==> src/sdc_pkg.sv <==
package sdc_pkg;
   // ****************************************************
   // APB register map
   // ****************************************************
   localparam logic [7:0] SDC_CTRL_OFS = 8'h00;
   localparam logic [7:0] SDC_STAT_OFS = 8'h04;
   localparam logic [7:0] SDC_CLR_OFS = 8'h08;
   localparam logic [7:0] SDC_OPC_OFS = 8'h0c;
   localparam int SDC_CTRL_EN = 0;
   localparam logic SDC_CTRL_EN_RST = 1'b1;
   localparam int SDC_ST_INVALID = 0;
   localparam int SDC_ST_REJECT = 1;
   localparam int SDC_ST_SCKMODE = 2;
   localparam int SDC_ST_BUSYN = 3;
   localparam int SDC_ST_DIR = 4;
   localparam int SDC_ST_RUNNING = 5;

   // ****************************************************
   // Serial opcodes
   // ****************************************************
   localparam logic [7:0] SDC_OP_NOP = 8'h00;
   localparam logic [2:0] SDC_OP_WRITE_HI = 3'h0;
   localparam logic [2:0] SDC_OP_READ_HI = 3'h1;
   localparam logic [6:0] SDC_OP_RUN = 7'h28;
   localparam logic [6:0] SDC_OP_STEP = 7'h2c;
   localparam logic [6:0] SDC_OP_MOVE = 7'h20;
   localparam logic [7:0] SDC_OP_ABSOLUTE_POSITION_COMMAND = 8'h60;
   localparam logic [1:0] SDC_ARG_BYTES = 2'd3;

   // ****************************************************
   // Parameter registers behind the serial link
   // ****************************************************
   localparam logic [4:0] SDC_RA_POS = 5'h01;
   localparam logic [4:0] SDC_RA_SPEED = 5'h04;
   localparam logic [4:0] SDC_RA_MAXSPD = 5'h07;
   localparam logic [4:0] SDC_RA_MINSPD = 5'h08;
   localparam logic [1:0] SDC_REG_BYTES = 2'd3;
   localparam logic [19:0] SDC_MAXSPD_RST = 20'h10000;
   localparam logic [19:0] SDC_MINSPD_RST = 20'h00000;

   typedef enum {SDC_IDLE, SDC_ARGS} sdc_state_t;
   typedef enum {SDC_K_WRITE, SDC_K_RUN, SDC_K_MOVE, SDC_K_ABSOLUTE_POSITION_COMMAND} sdc_kind_t;
endpackage

==> src/sdc_decoder.sv <==
// The APB register port and the placing of the registers were left to the implementer.
`timescale 1ns/1ns
`default_nettype none
// Notes on behaviour
// [RULE1] Write opcode has top three bits zero; low five bits address the register.
// [RULE2] Write value follows, MSB first, as many bytes as the register is long.
// [RULE3] Write to a read-only register is dropped; invalid flag at opcode end.
// [RULE4] Conditional write outside its condition dropped; rejected flag at last byte.
// [RULE5] Write to an unknown address is dropped; invalid flag at opcode end.
// [RULE6] Read opcode 001 plus address returns register MSB first, full length.
// [RULE7] Read value is frozen when the opcode is decoded.
// [RULE8] Every register can be read at any time in any mode.
// [RULE9] Read of an unknown address is dropped; invalid flag at opcode end.
// [RULE10] Constant speed opcode 0101000x; bit 0 one is forward, zero reverse.
// [RULE11] Speed is 0.28 fixed point in three bytes; top nibble ignored.
// [RULE12] Target speed is clamped between lower and upper speed limits.
// [RULE13] Constant speed accepted anytime, runs at once; busy low until reached.
// [RULE14] External step command enters step-clock mode; motor then reads stopped.
// [RULE15] Motion commands leave step-clock mode; repeat step command only sets direction.
// [RULE16] Bridge fault events do not leave step-clock mode.
// [RULE17] External step leaves busy alone; refused with rejected flag while running.
// [RULE18] Relative step moves the count in direction of bit 0, current step units.
// [RULE19] Relative step holds busy low until done; refused while running.
// [RULE20] Absolute position goes to the target by shortest path, current step units.
// [RULE21] Absolute position holds busy low; refused with rejected flag while busy.
// [RULE22] Every received byte answers zero except register read responses.
// [RULE23] A new read aborts an unfinished response and loads its own.
// [RULE24] Unknown opcode byte is ignored and raises the invalid flag.
// [RULE25] Speed, step and position commands take three argument bytes, MSB first.
module sdc_decoder
   import sdc_pkg::*;
(
   // Clock and reset
   input wire logic mclk,
   input wire logic reset,
   // APB slave
   input wire logic [7:0] paddr,
   input wire logic psel,
   input wire logic penable,
   input wire logic pwrite,
   input wire logic [31:0] pwdata,
   output logic [31:0] prdata,
   output logic pready,
   output logic pslverr,
   // Serial link from host
   input wire logic spi_sclk,
   input wire logic spi_cs_n,
   input wire logic spi_mosi,
   output logic spi_miso,
   output logic spi_miso_oe,
   // Motion engine side
   input wire logic motor_running,
   input wire logic motion_done,
   input wire logic [19:0] cur_speed,
   input wire logic [21:0] cur_pos,
   output logic cmd_run,
   output logic cmd_move,
   output logic cmd_absolute_position_command,
   output logic pos_load,
   output logic cmd_dir,
   output logic [21:0] cmd_arg,
   output logic step_clock_mode_flag,
   output logic busy_n
);

   // ****************************************************
   // Link input synchronisers
   // ****************************************************
   logic [2:0] sclk_s, cs_s, mosi_s;
   logic sclk_f, cs_f, mosi_f, sclk_nx, sclk_rise, sclk_fall;

   // Three stages; a change counts once stages two and three agree
   always_ff @(posedge mclk or posedge reset) begin
      if (reset) begin
         sclk_s <= 3'h7;
         cs_s <= 3'h7;
         mosi_s <= 3'h0;
      end else begin
         sclk_s <= {sclk_s[1:0], spi_sclk};
         cs_s <= {cs_s[1:0], spi_cs_n};
         mosi_s <= {mosi_s[1:0], spi_mosi};
      end
   end

   always_ff @(posedge mclk or posedge reset) begin
      if (reset) begin
         sclk_f <= 1'b1;
         cs_f <= 1'b1;
         mosi_f <= 1'b0;
      end else begin
         sclk_f <= sclk_nx;
         if (cs_s[1] == cs_s[2]) cs_f <= cs_s[2];
         if (mosi_s[1] == mosi_s[2]) mosi_f <= mosi_s[2];
      end
   end

   assign sclk_nx = (sclk_s[1] == sclk_s[2]) ? sclk_s[2] : sclk_f;
   assign sclk_rise = ~sclk_f & sclk_nx;
   assign sclk_fall = sclk_f & ~sclk_nx;

   // ****************************************************
   // APB registers
   // ****************************************************
   logic ctrl_en_reg, invalid_reg, reject_reg;
   logic [7:0] last_op_reg;
   logic apb_wr, apb_ok;
   logic [31:0] rd_next;

   assign apb_wr = psel & penable & pwrite;
   assign apb_ok = paddr == SDC_CTRL_OFS || paddr == SDC_STAT_OFS ||
                   paddr == SDC_CLR_OFS || paddr == SDC_OPC_OFS;
   // Zero wait states; unmapped offsets answer with an error
   assign pready = 1'b1;
   assign pslverr = psel & penable & ~apb_ok;

   always_ff @(posedge mclk or posedge reset) begin
      if (reset) ctrl_en_reg <= SDC_CTRL_EN_RST;
      else if (apb_wr && paddr == SDC_CTRL_OFS) ctrl_en_reg <= pwdata[SDC_CTRL_EN];
   end

   // ****************************************************
   // Bit and byte engine
   // ****************************************************
   logic active, byte_done;
   logic [2:0] bit_cnt;
   logic [6:0] rx_sh;
   logic [7:0] rx_byte, tx_sh;

   // Disabled link ignores the host entirely and leaves miso undriven
   assign active = ~cs_f & ctrl_en_reg;
   assign byte_done = active & sclk_rise & (bit_cnt == 3'h7);
   assign rx_byte = {rx_sh, mosi_f};

   // Sample on rising clock; a frame break restarts the byte
   always_ff @(posedge mclk or posedge reset) begin
      if (reset) begin
         bit_cnt <= 3'h0;
         rx_sh <= 7'h00;
      end else if (!active) begin
         bit_cnt <= 3'h0;
      end else if (sclk_rise) begin
         rx_sh <= rx_byte[6:0];
         bit_cnt <= bit_cnt + 3'h1;
      end
   end

   assign spi_miso = tx_sh[7];
   assign spi_miso_oe = active;

   // ****************************************************
   // Register decode helpers
   // ****************************************************
   function automatic logic [1:0] reg_len(input logic [4:0] a);
      case (a)
         SDC_RA_POS, SDC_RA_SPEED, SDC_RA_MAXSPD, SDC_RA_MINSPD: reg_len = SDC_REG_BYTES;
         default: reg_len = 2'd0;
      endcase
   endfunction

   logic [19:0] max_spd_reg, min_spd_reg;
   logic [23:0] snap;

   // Live value for reads; no mode gates it [RULE8]
   always_comb begin
      case (rx_byte[4:0])
         SDC_RA_POS: snap = {2'h0, cur_pos};
         SDC_RA_SPEED: snap = {4'h0, cur_speed};
         SDC_RA_MAXSPD: snap = {4'h0, max_spd_reg};
         SDC_RA_MINSPD: snap = {4'h0, min_spd_reg};
         default: snap = 24'h000000;
      endcase
   end

   // ****************************************************
   // Command decode
   // ****************************************************
   sdc_state_t state;
   sdc_kind_t kind, new_kind;
   logic [1:0] arg_left;
   logic [4:0] addr_reg;
   logic [15:0] arg_sh;
   logic [23:0] full_arg;
   logic busy_n_reg, sck_mode_reg, dir_reg, running_rep;
   logic ev_invalid, ev_reject, start_args, last_arg;
   logic go_read, go_step, go_write, go_run, go_move, go_absolute_position_command;

   // Motor counts as stopped in step-clock mode [RULE14]
   assign running_rep = motor_running & ~sck_mode_reg;
   assign full_arg = {arg_sh, rx_byte};
   assign last_arg = byte_done && state == SDC_ARGS && arg_left == 2'd1;

   always_comb begin
      ev_invalid = 1'b0;
      ev_reject = 1'b0;
      start_args = 1'b0;
      new_kind = SDC_K_WRITE;
      go_read = 1'b0;
      go_step = 1'b0;
      go_write = 1'b0;
      go_run = 1'b0;
      go_move = 1'b0;
      go_absolute_position_command = 1'b0;
      if (byte_done && state == SDC_IDLE) begin
         if (rx_byte == SDC_OP_NOP) begin
            ev_invalid = 1'b0;
         end else if (rx_byte[7:5] == SDC_OP_WRITE_HI) begin // RULE1
            // Only the speed register is read-only here
            if (reg_len(rx_byte[4:0]) == 2'd0 || rx_byte[4:0] == SDC_RA_SPEED)
               ev_invalid = 1'b1; // RULE3 RULE5
            else
               start_args = 1'b1;
         end else if (rx_byte[7:5] == SDC_OP_READ_HI) begin // RULE6
            if (reg_len(rx_byte[4:0]) == 2'd0) ev_invalid = 1'b1; // RULE9
            else go_read = 1'b1;
         end else if (rx_byte[7:1] == SDC_OP_RUN) begin // RULE10
            start_args = 1'b1;
            new_kind = SDC_K_RUN;
         end else if (rx_byte[7:1] == SDC_OP_MOVE) begin
            start_args = 1'b1;
            new_kind = SDC_K_MOVE;
         end else if (rx_byte == SDC_OP_ABSOLUTE_POSITION_COMMAND) begin
            start_args = 1'b1;
            new_kind = SDC_K_ABSOLUTE_POSITION_COMMAND;
         end else if (rx_byte[7:1] == SDC_OP_STEP) begin
            if (running_rep) ev_reject = 1'b1; // RULE17
            else go_step = 1'b1;
         end else begin
            ev_invalid = 1'b1; // RULE24
         end
      end else if (last_arg) begin
         case (kind)
            // Position load only while the motor stands still
            SDC_K_WRITE: begin
               if (addr_reg == SDC_RA_POS && running_rep) ev_reject = 1'b1; // RULE4
               else go_write = 1'b1;
            end
            SDC_K_RUN: go_run = 1'b1; // RULE13
            SDC_K_MOVE: begin
               if (running_rep) ev_reject = 1'b1; // RULE19
               else go_move = 1'b1;
            end
            SDC_K_ABSOLUTE_POSITION_COMMAND: begin
               if (!busy_n_reg) ev_reject = 1'b1; // RULE21
               else go_absolute_position_command = 1'b1;
            end
            default: ev_reject = 1'b0;
         endcase
      end
   end

   // Argument collection, MSB first [RULE2] [RULE25]
   always_ff @(posedge mclk or posedge reset) begin
      if (reset) begin
         state <= SDC_IDLE;
         kind <= SDC_K_WRITE;
         arg_left <= 2'd0;
         addr_reg <= 5'h00;
         arg_sh <= 16'h0000;
         last_op_reg <= 8'h00;
      end else if (byte_done) begin
         case (state)
            SDC_IDLE: begin
               if (start_args) begin
                  state <= SDC_ARGS;
                  kind <= new_kind;
                  addr_reg <= rx_byte[4:0];
                  arg_left <= (new_kind == SDC_K_WRITE) ? reg_len(rx_byte[4:0]) : SDC_ARG_BYTES;
                  last_op_reg <= rx_byte;
               end
            end
            SDC_ARGS: begin
               arg_sh <= full_arg[15:0];
               arg_left <= arg_left - 2'd1;
               if (arg_left == 2'd1) state <= SDC_IDLE;
            end
            default: state <= SDC_IDLE;
         endcase
      end
   end

   // ****************************************************
   // Response path
   // ****************************************************
   logic [15:0] resp_sh;
   logic [1:0] resp_left;

   // Snapshot taken at decode; a new read replaces any pending one [RULE7] [RULE23]
   always_ff @(posedge mclk or posedge reset) begin
      if (reset) begin
         tx_sh <= 8'h00;
         resp_sh <= 16'h0000;
         resp_left <= 2'd0;
      end else if (byte_done) begin
         if (go_read) begin
            tx_sh <= snap[23:16];
            resp_sh <= snap[15:0];
            resp_left <= SDC_REG_BYTES - 2'd1;
         end else if (resp_left != 2'd0) begin
            tx_sh <= resp_sh[15:8];
            resp_sh <= {resp_sh[7:0], 8'h00};
            resp_left <= resp_left - 2'd1;
         end else begin
            tx_sh <= 8'h00; // RULE22
         end
      end else if (active && sclk_fall && bit_cnt != 3'h0) begin
         tx_sh <= {tx_sh[6:0], 1'b0};
      end
   end

   // ****************************************************
   // Motion commands and mode
   // ****************************************************
   logic [19:0] spd_in, spd_clamped;

   // Top nibble of the speed is don't-care [RULE11]
   assign spd_in = full_arg[19:0];
   always_comb begin
      if (spd_in > max_spd_reg) spd_clamped = max_spd_reg; // RULE12
      else if (spd_in < min_spd_reg) spd_clamped = min_spd_reg;
      else spd_clamped = spd_in;
   end

   // Commands toward the engine, one-cycle strobes [RULE18] [RULE20]
   always_ff @(posedge mclk or posedge reset) begin
      if (reset) begin
         cmd_run <= 1'b0;
         cmd_move <= 1'b0;
         cmd_absolute_position_command <= 1'b0;
         pos_load <= 1'b0;
         cmd_arg <= 22'h000000;
      end else begin
         cmd_run <= go_run;
         cmd_move <= go_move;
         cmd_absolute_position_command <= go_absolute_position_command;
         pos_load <= go_write && addr_reg == SDC_RA_POS;
         if (go_run) cmd_arg <= {2'h0, spd_clamped};
         else if (go_move || go_absolute_position_command || go_write) cmd_arg <= full_arg[21:0];
      end
   end

   // Speed limits live here
   always_ff @(posedge mclk or posedge reset) begin
      if (reset) begin
         max_spd_reg <= SDC_MAXSPD_RST;
         min_spd_reg <= SDC_MINSPD_RST;
      end else if (go_write) begin
         if (addr_reg == SDC_RA_MAXSPD) max_spd_reg <= full_arg[19:0];
         if (addr_reg == SDC_RA_MINSPD) min_spd_reg <= full_arg[19:0];
      end
   end

   // A new start wins over a completion arriving together
   always_ff @(posedge mclk or posedge reset) begin
      if (reset) busy_n_reg <= 1'b1;
      else if (go_run || go_move || go_absolute_position_command) busy_n_reg <= 1'b0; // RULE13 RULE19 RULE21
      else if (motion_done) busy_n_reg <= 1'b1;
   end

   // No fault input reaches this mode on purpose [RULE16]
   always_ff @(posedge mclk or posedge reset) begin
      if (reset) begin
         sck_mode_reg <= 1'b0;
         dir_reg <= 1'b0;
      end else if (go_step) begin
         sck_mode_reg <= 1'b1; // RULE14 RULE15
         dir_reg <= rx_byte[0];
      end else if (go_run || go_move || go_absolute_position_command) begin
         sck_mode_reg <= 1'b0; // RULE15
         dir_reg <= last_op_reg[0];
      end
   end

   assign busy_n = busy_n_reg;
   assign cmd_dir = dir_reg;
   assign step_clock_mode_flag = sck_mode_reg;

   // Sticky flags; a new event beats a clear in the same cycle
   always_ff @(posedge mclk or posedge reset) begin
      if (reset) begin
         invalid_reg <= 1'b0;
         reject_reg <= 1'b0;
      end else begin
         if (ev_invalid) invalid_reg <= 1'b1;
         else if (apb_wr && paddr == SDC_CLR_OFS && pwdata[SDC_ST_INVALID]) invalid_reg <= 1'b0;
         if (ev_reject) reject_reg <= 1'b1;
         else if (apb_wr && paddr == SDC_CLR_OFS && pwdata[SDC_ST_REJECT]) reject_reg <= 1'b0;
      end
   end

   // Read data latched in the setup phase, stable through access
   always_comb begin
      rd_next = 32'h00000000;
      case (paddr)
         SDC_CTRL_OFS: rd_next[SDC_CTRL_EN] = ctrl_en_reg;
         SDC_STAT_OFS: begin
            rd_next[SDC_ST_INVALID] = invalid_reg;
            rd_next[SDC_ST_REJECT] = reject_reg;
            rd_next[SDC_ST_SCKMODE] = sck_mode_reg;
            rd_next[SDC_ST_BUSYN] = busy_n_reg;
            rd_next[SDC_ST_DIR] = dir_reg;
            rd_next[SDC_ST_RUNNING] = running_rep;
         end
         SDC_OPC_OFS: rd_next[7:0] = last_op_reg;
         default: rd_next = 32'h00000000;
      endcase
   end

   always_ff @(posedge mclk or posedge reset) begin
      if (reset) prdata <= 32'h00000000;
      else if (psel && !penable) prdata <= rd_next;
   end
endmodule
`default_nettype wire

==> config.mk <==
export PLATFORM = sky130hd
export DESIGN_NAME = sdc_decoder
export DESIGN_NICKNAME = d
export VERILOG_FILES = /design/src/sdc_pkg.sv /design/src/sdc_decoder.sv
export SDC_FILE = /design/constraint.sdc
export NUM_CORES = 1
export LEC_CHECK = 0
export BUFFER_PORTS_ARGS = -buffer_cell sky130_fd_sc_hd__buf_2
export CAP_MARGIN = 0
export CORE_ASPECT_RATIO = 0.75
export CORE_UTILIZATION = 51
export DETAILED_ROUTE_END_ITERATION = 10
export PLACE_DENSITY_LB_ADDON = 0.05
export SLEW_MARGIN = 20
export SYNTH_ARGS = -nofsm -noshare
export SYNTH_HDL_FRONTEND = slang
export SYNTH_SLANG_ARGS = --single-unit
==> constraint.sdc <==
create_clock -name mclk -period 4.4 [get_ports mclk]
set_input_delay 0.44 -clock mclk [delete_from_list [all_inputs] [get_ports mclk]]
set_output_delay 0.44 -clock mclk [all_outputs]
set_load 0.05 [all_outputs]
# Word level (Yosys, flattened, before mapping)
# Cells that the tools add are included.
# classes
n_lt_le_gt_ge	2
addsub	3
bitwise	14
n_eq_ne	28
n_reduce_logical	49
mux	109
# ops
cell	n
$logic_not 32->1	4
$eq 32x2->1 const B	3
$pmux 22 s4	1
$mux 1	69
$eq 32x1->1 const B	2
$mux 32	2
$pmux 32 s2	1
$mux 22	2
$mux 2	20
$mux 20	2
$mux 16	2
$mux 8	4
$eq 7x6->1 const B	3
$gt 20x20->1	1
$lt 20x20->1	1
$reduce_bool 2->1	9
$eq 8x4->1 const B	2
$logic_not 8->1	2
$eq 5x3->1 const B	3
$logic_and 1x1->1	12
$eq 5x1->1 const B	2
$eq 5x4->1 const B	2
$pmux 5 s2	1
$reduce_and 2->1	5
21 further kinds	50
# word_totals
elab_cells	236
reg_bits	221

# Depth between registers and ports, before layout
# depth
ltp_word	15
ltp_mapped	11
ltp_nobuf	8

# Least setup slack after synthesis
# Ideal clock, no wire load.
# synth_timing
kind	register to register
startpoint	reg ctrl_en_reg
endpoint	reg tx_sh[3]
required_ns	4.259
arrival_ns	2.204
path_slack_ns	2.056
setup_time_ns	0.141
path_buffers	0
stages_incl_launch_ff	8
cell_sequence	dfstp_2 nand2b_1 inv_1 o21ai_0 nor4b_4 mux2_2 nor2_1 a31oi_1
# synth_via
elab_chain_cells	7
word_cells_on_any_way	10
classes_between	mux: 3; bitwise: 3; reduce/logical: 4
# synth_rtl
item	line_no	source
from (decl)	sdc_decoder.sv:104	logic ctrl_en_reg, invalid_reg, reject_reg;
from (signal assigned)	sdc_decoder.sv:118	else if (apb_wr && paddr == SDC_CTRL_OFS) ctrl_en_reg <= pwdata[SDC_CTRL_EN];
$and 1x1->1 (*)	sdc_decoder.sv:130	assign active = ~cs_f & ctrl_en_reg;
via spi_miso_oe	sdc_decoder.sv:50	output logic spi_miso_oe,
$and 1x1->1 (2 in series)	sdc_decoder.sv:131	assign byte_done = active & sclk_rise & (bit_cnt == 3'h7);
$logic_and 1x1->1	sdc_decoder.sv:203	if (byte_done && state == SDC_IDLE) begin
$mux 1	sdc_decoder.sv:203	
$mux 8	sdc_decoder.sv:294	if (go_read) begin
$mux 8	sdc_decoder.sv:293	end else if (byte_done) begin
to (signal assigned)	sdc_decoder.sv:295	tx_sh <= snap[23:16];
to (signal assigned)	sdc_decoder.sv:299	tx_sh <= resp_sh[15:8];
to (signal assigned)	sdc_decoder.sv:306	tx_sh <= {tx_sh[6:0], 1'b0};
to (decl)	sdc_decoder.sv:127	logic [7:0] rx_byte, tx_sh;
# The timed path passes the listed nets; every way through them passes the cells marked *.
# A chain may end at the register's enable or synchronous reset.

# Worst setup path after layout
# layout_timing
startpoint	reg rx_sh[3]
endpoint	reg arg_left[1]
# layout_via
elab_chain_cells	14
word_cells_on_any_way	36
classes_between	eq/ne: 8; mux: 22; reduce/logical: 6
# layout_rtl
item	line_no	source
from (decl)	sdc_decoder.sv:126	logic [6:0] rx_sh;
from (signal assigned)	sdc_decoder.sv:142	rx_sh <= rx_byte[6:0];
$eq 5x3->1 (tied with other cells)	sdc_decoder.sv:154, sdc_decoder.sv:208	
$reduce_or 4->1	sdc_decoder.sv:154	case (a)
$mux 2	sdc_decoder.sv:154	
$mux 2	sdc_decoder.sv:206	end else if (rx_byte[7:5] == SDC_OP_WRITE_HI) begin
$mux 2	sdc_decoder.sv:204	if (rx_byte == SDC_OP_NOP) begin
$mux 2	sdc_decoder.sv:203	
$logic_not 2->1	sdc_decoder.sv:208	if (reg_len(rx_byte[4:0]) == 2'd0 || rx_byte[4:0] == SDC_RA_SPEED)
$logic_or 1x1->1	sdc_decoder.sv:208	
$mux 1	sdc_decoder.sv:208	
$mux 1	sdc_decoder.sv:206	
$mux 1	sdc_decoder.sv:204	
$mux 1	sdc_decoder.sv:203	
$ne 2x2->1 (no line)	--	
$reduce_and 3->1 (no line)	--	
to (signal assigned)	sdc_decoder.sv:267	arg_left <= (new_kind == SDC_K_WRITE) ? reg_len(rx_byte[4:0]) : SDC_ARG_BYTES;
to (signal assigned)	sdc_decoder.sv:273	arg_left <= arg_left - 2'd1;
to (decl)	sdc_decoder.sv:179	logic [1:0] arg_left;
# Parallel ways exist; a longest one is shown, timed or not. The select of a mux whose other input is x is not followed.

==> flow_metrics.tcl <==
set metrics [dict create \
    crit_required_ns 4.68 \
    start_kind "register" \
    grt_pass1_wl_um 39460 \
    irDropWorstVdd_mv 0.2527 \
    synth_top_area_cell "dfrtp_1" \
    cpMaxStageDelayCell "and3_1" \
    yosys_warnings 0 \
    syn_area_sq_mm 0.009030 \
    yosysSeqAreaShare_pct 43.11 \
    max_freq_mhz 331.7 \
    async_reset_ff_share_pct 100.0 \
    tns_ns 0 \
    io_pins 157 \
    critPathMaxFanout 21 \
    maxCapViolCount 0 \
    slew_headroom_pct 35.60 \
    root_buffer "clkbuf_16" \
    ctsResizeCount 0 \
    clk_pin_slew_worst_paths_ns 0.06 \
    cts.path.max_buffers 2 \
    post_cts_buffers 0 \
    globalplace.congestion 0.8519 \
    globalRouteTotalUtil_pct 28.83 \
    skew_ns 0.005912 \
    power_mw 3.291 \
    vias 7508 \
    die-area_sq_mm 0.01825 \
    use_met2_pct 42.54 \
    reg2reg_to "arg_left[1]" \
    die_h_um 117.2 \
    leakagePower_nw 4.567 \
    fin_crit_ns 3.015 \
    dpl_cell_area_sq_mm 0.009668 \
    met1_usage_pct 42.31 \
    synthFlopType "dfrtp_1" \
    cts_sinks 155 \
    ys_ff_latch 155 \
    reg2reg_slack_ns 1.39 \
    tightest_slew_ns 0.9660 \
    n_fill_cell 1511 \
    h-tree-depth 4 \
    rows 41 \
    io_buffers 101 \
    hold_buffers 0 \
    synth.top_cell.area_share_pct 39.91 \
    grt_max_degree 129 \
    holdCritPathClass "in -> async" \
    synth_area_leaders "dfrtp_1 40%, ha_1 6.1%, nand2_1 4.8%, o21ai_0 4.3%, a211oi_1 3.6%" \
    largest_register_ffs 22 \
    synth.distinct_cells 68 \
    worstPathArrival_ns 3.29 \
    first_pass_iters 7 \
    hold_viol 0 \
    start_util_pct 52.86 \
    syn_area_per_cell_sq_um 9.446 \
    routed_via_density 5.866 \
    grt_pass1_vias 6947 \
    clk_latency_ns 0.43 \
    worst-setup-path-type "reg -> reg" \
    setup_viol 0 \
    cts-buffers-inserted 17 \
    synth_edf_count 0 \
    grt_util_met3_pct 6.443 \
    placeableCoreArea_sq_mm 0.01708 \
    syn2layout_area_growth_pct 14.05 \
    status "finished clean" \
    drt_iter0_markers 690 \
    cts_tree "built" \
    slew_violations 0 \
    overflow 0 \
    diodes 0 \
    power_density_mw_per_mm2 319.6 \
    drt_wl_total_um 25320 \
    grt-busiest-layer "met2" \
    hpwl_um 17370 \
    r2r-start "rx_sh[3]" \
    grt_antenna_before_repair 0 \
    rsz0062_at_grt "false" \
    drive_gt1_share_pct 23.18 \
    ant_nets 0 \
    finalInstanceArea_sq_mm 0.01030 \
    slowest_delay_ns 0.80 \
    drc 0 \
    worstRegToRegCells 8 \
    wl_per_cell_um 19.78 \
    crit_path_end_kind "register" \
    nNetsFinal 1167 \
    die_w_um 155.6 \
    crit_chain "buf_4 > nor2_1 > and3_1 > nor2_1 > and3_1 > o21bai_1 > buf_4 > a31oi_1" \
    post-route-period-util_pct 68.52 \
    netlist_instances 956 \
]
Yosys cell counts, types with 4 or more instances:
library cell,count
dfstp_2,11
a21oi_1,36
mux2_2,27
a22o_1,20
nand2_1,115
nand2b_1,5
clkbuf_1,39
o21a_1,4
and4_1,5
buf_4,28
inv_1,58
a31oi_1,10
and3_1,16
nand4_1,5
and3b_1,4
ha_1,44
nand3_1,30
o21ai_0,78
nor2_1,54
a221oi_2,20
nor3_2,4
dfrtp_1,144
a211oi_1,43
a221oi_1,19
a21o_1,5
nand3b_1,6
a22oi_1,12
mux2i_1,5
nor2b_1,6
buf_2,22
nor3_1,24
through the flow:
step	hold slack (ns)	instances	setup WS (ns)	utilization [%]
2_1_floorplan	0.3312	979	2.010	-
3_3_place_gp	0.3310	1247	1.418	56.60
3_5_place_dp	0.3378	1247	1.395	56.60
4_1_cts	0.09488	1279	1.360	60.21
5_1_grt	0.08819	1280	1.162	60.29
6_report	0.1016	1280	1.385	60.29
metal layers:
| metal | vias up | wire length [um] |
|---|---|---|
| met2 | 264 | 10740 |
| li1 | 3586 | - |
| met5 | - | 0 |
| met3 | 29 | 1835 |
| met4 | 0 | 441 |
| met1 | 3629 | 12300 |
cells by family after synthesis:
group / count (synthesis) / synth area share [%]
adder cells (fa/ha/maj): 47 / 6.429
multiplexers: 32 / 3.921
flip-flops: 155 / 43.11
XOR/XNOR: 2 / 0.1940
AO/OA/AOI/OAI: 271 / 21.81
other: 2 / 0.08317
AND/OR/NAND/NOR: 297 / 16.57
buffers and inverters: 150 / 7.884
report_power, final:
part	total (mW)	leakage, nW	switching, mW	internal [mW]
combinational	0.262	2.32	0.199	0.0635
sequential	1.47	1.94	0.0199	1.45
clock	1.56	0.306	0.598	0.959
total	3.29	4.57	0.816	2.48
cell usage in the layout, fill, tap and decap left out, types with 5 or more instances in the layout:
cell type  instances
dfrtp_1          144
nand2_1          115
buf_2            101
o21ai_0           77
inv_1             57
nor2_1            53
ha_1              44
a211oi_1          41
a21oi_1           36
nand3_1           30
mux2_2            27
conb_1            25
nor3_1            23
buf_4             22
a22o_1            20
a221oi_2          20
a221oi_1          19
clkbuf_16         17
and3_1            16
a22oi_1           12
dfstp_2           11
a31oi_1            9
nand3b_1           6
nor2b_1            6
clkinv_2           6
nor3_2             5
nand2b_1           5
mux2i_1            5
and4_1             5
nand4_1            5
critical path: cells and delay by family (launching register included):
family                 cells  cell delay [ns]
buffers and inverters      2             0.50
AOI/OAI and AO/OA          2             0.50
DFF                        1             0.50
and+or+nand+nor            4             1.35
layout make-up:
class | instances | area, sq um | share of cell area, %
repair buffers | 125 | 701.9 | 6.816
multi-input cells | 674 | 4569 | 44.37
well taps | 236 | 295.3 | 2.867
inverters | 58 | 221.5 | 2.150
clock inverters | 13 | 175.2 | 1.701
flip-flops and latches | 155 | 3892 | 37.80
clock buffers | 19 | 442.9 | 4.301
worst max-delay path by stage:
stage	startpoint	to	slack, ns	cells after the start
CTS	rx_sh[6]	cmd_arg[12]	1.36	8
floorplan	reset	arg_left[0]	2.01	1
global placement	sclk_s[1]	max_spd_reg[7]	1.42	6
global route	rx_sh[3]	arg_left[1]	1.16	8
finish	rx_sh[3]	arg_left[1]	1.39	8
detailed placement	sclk_s[1]	max_spd_reg[1]	1.39	6
Note: power is estimated with default switching activity, not from simulation.
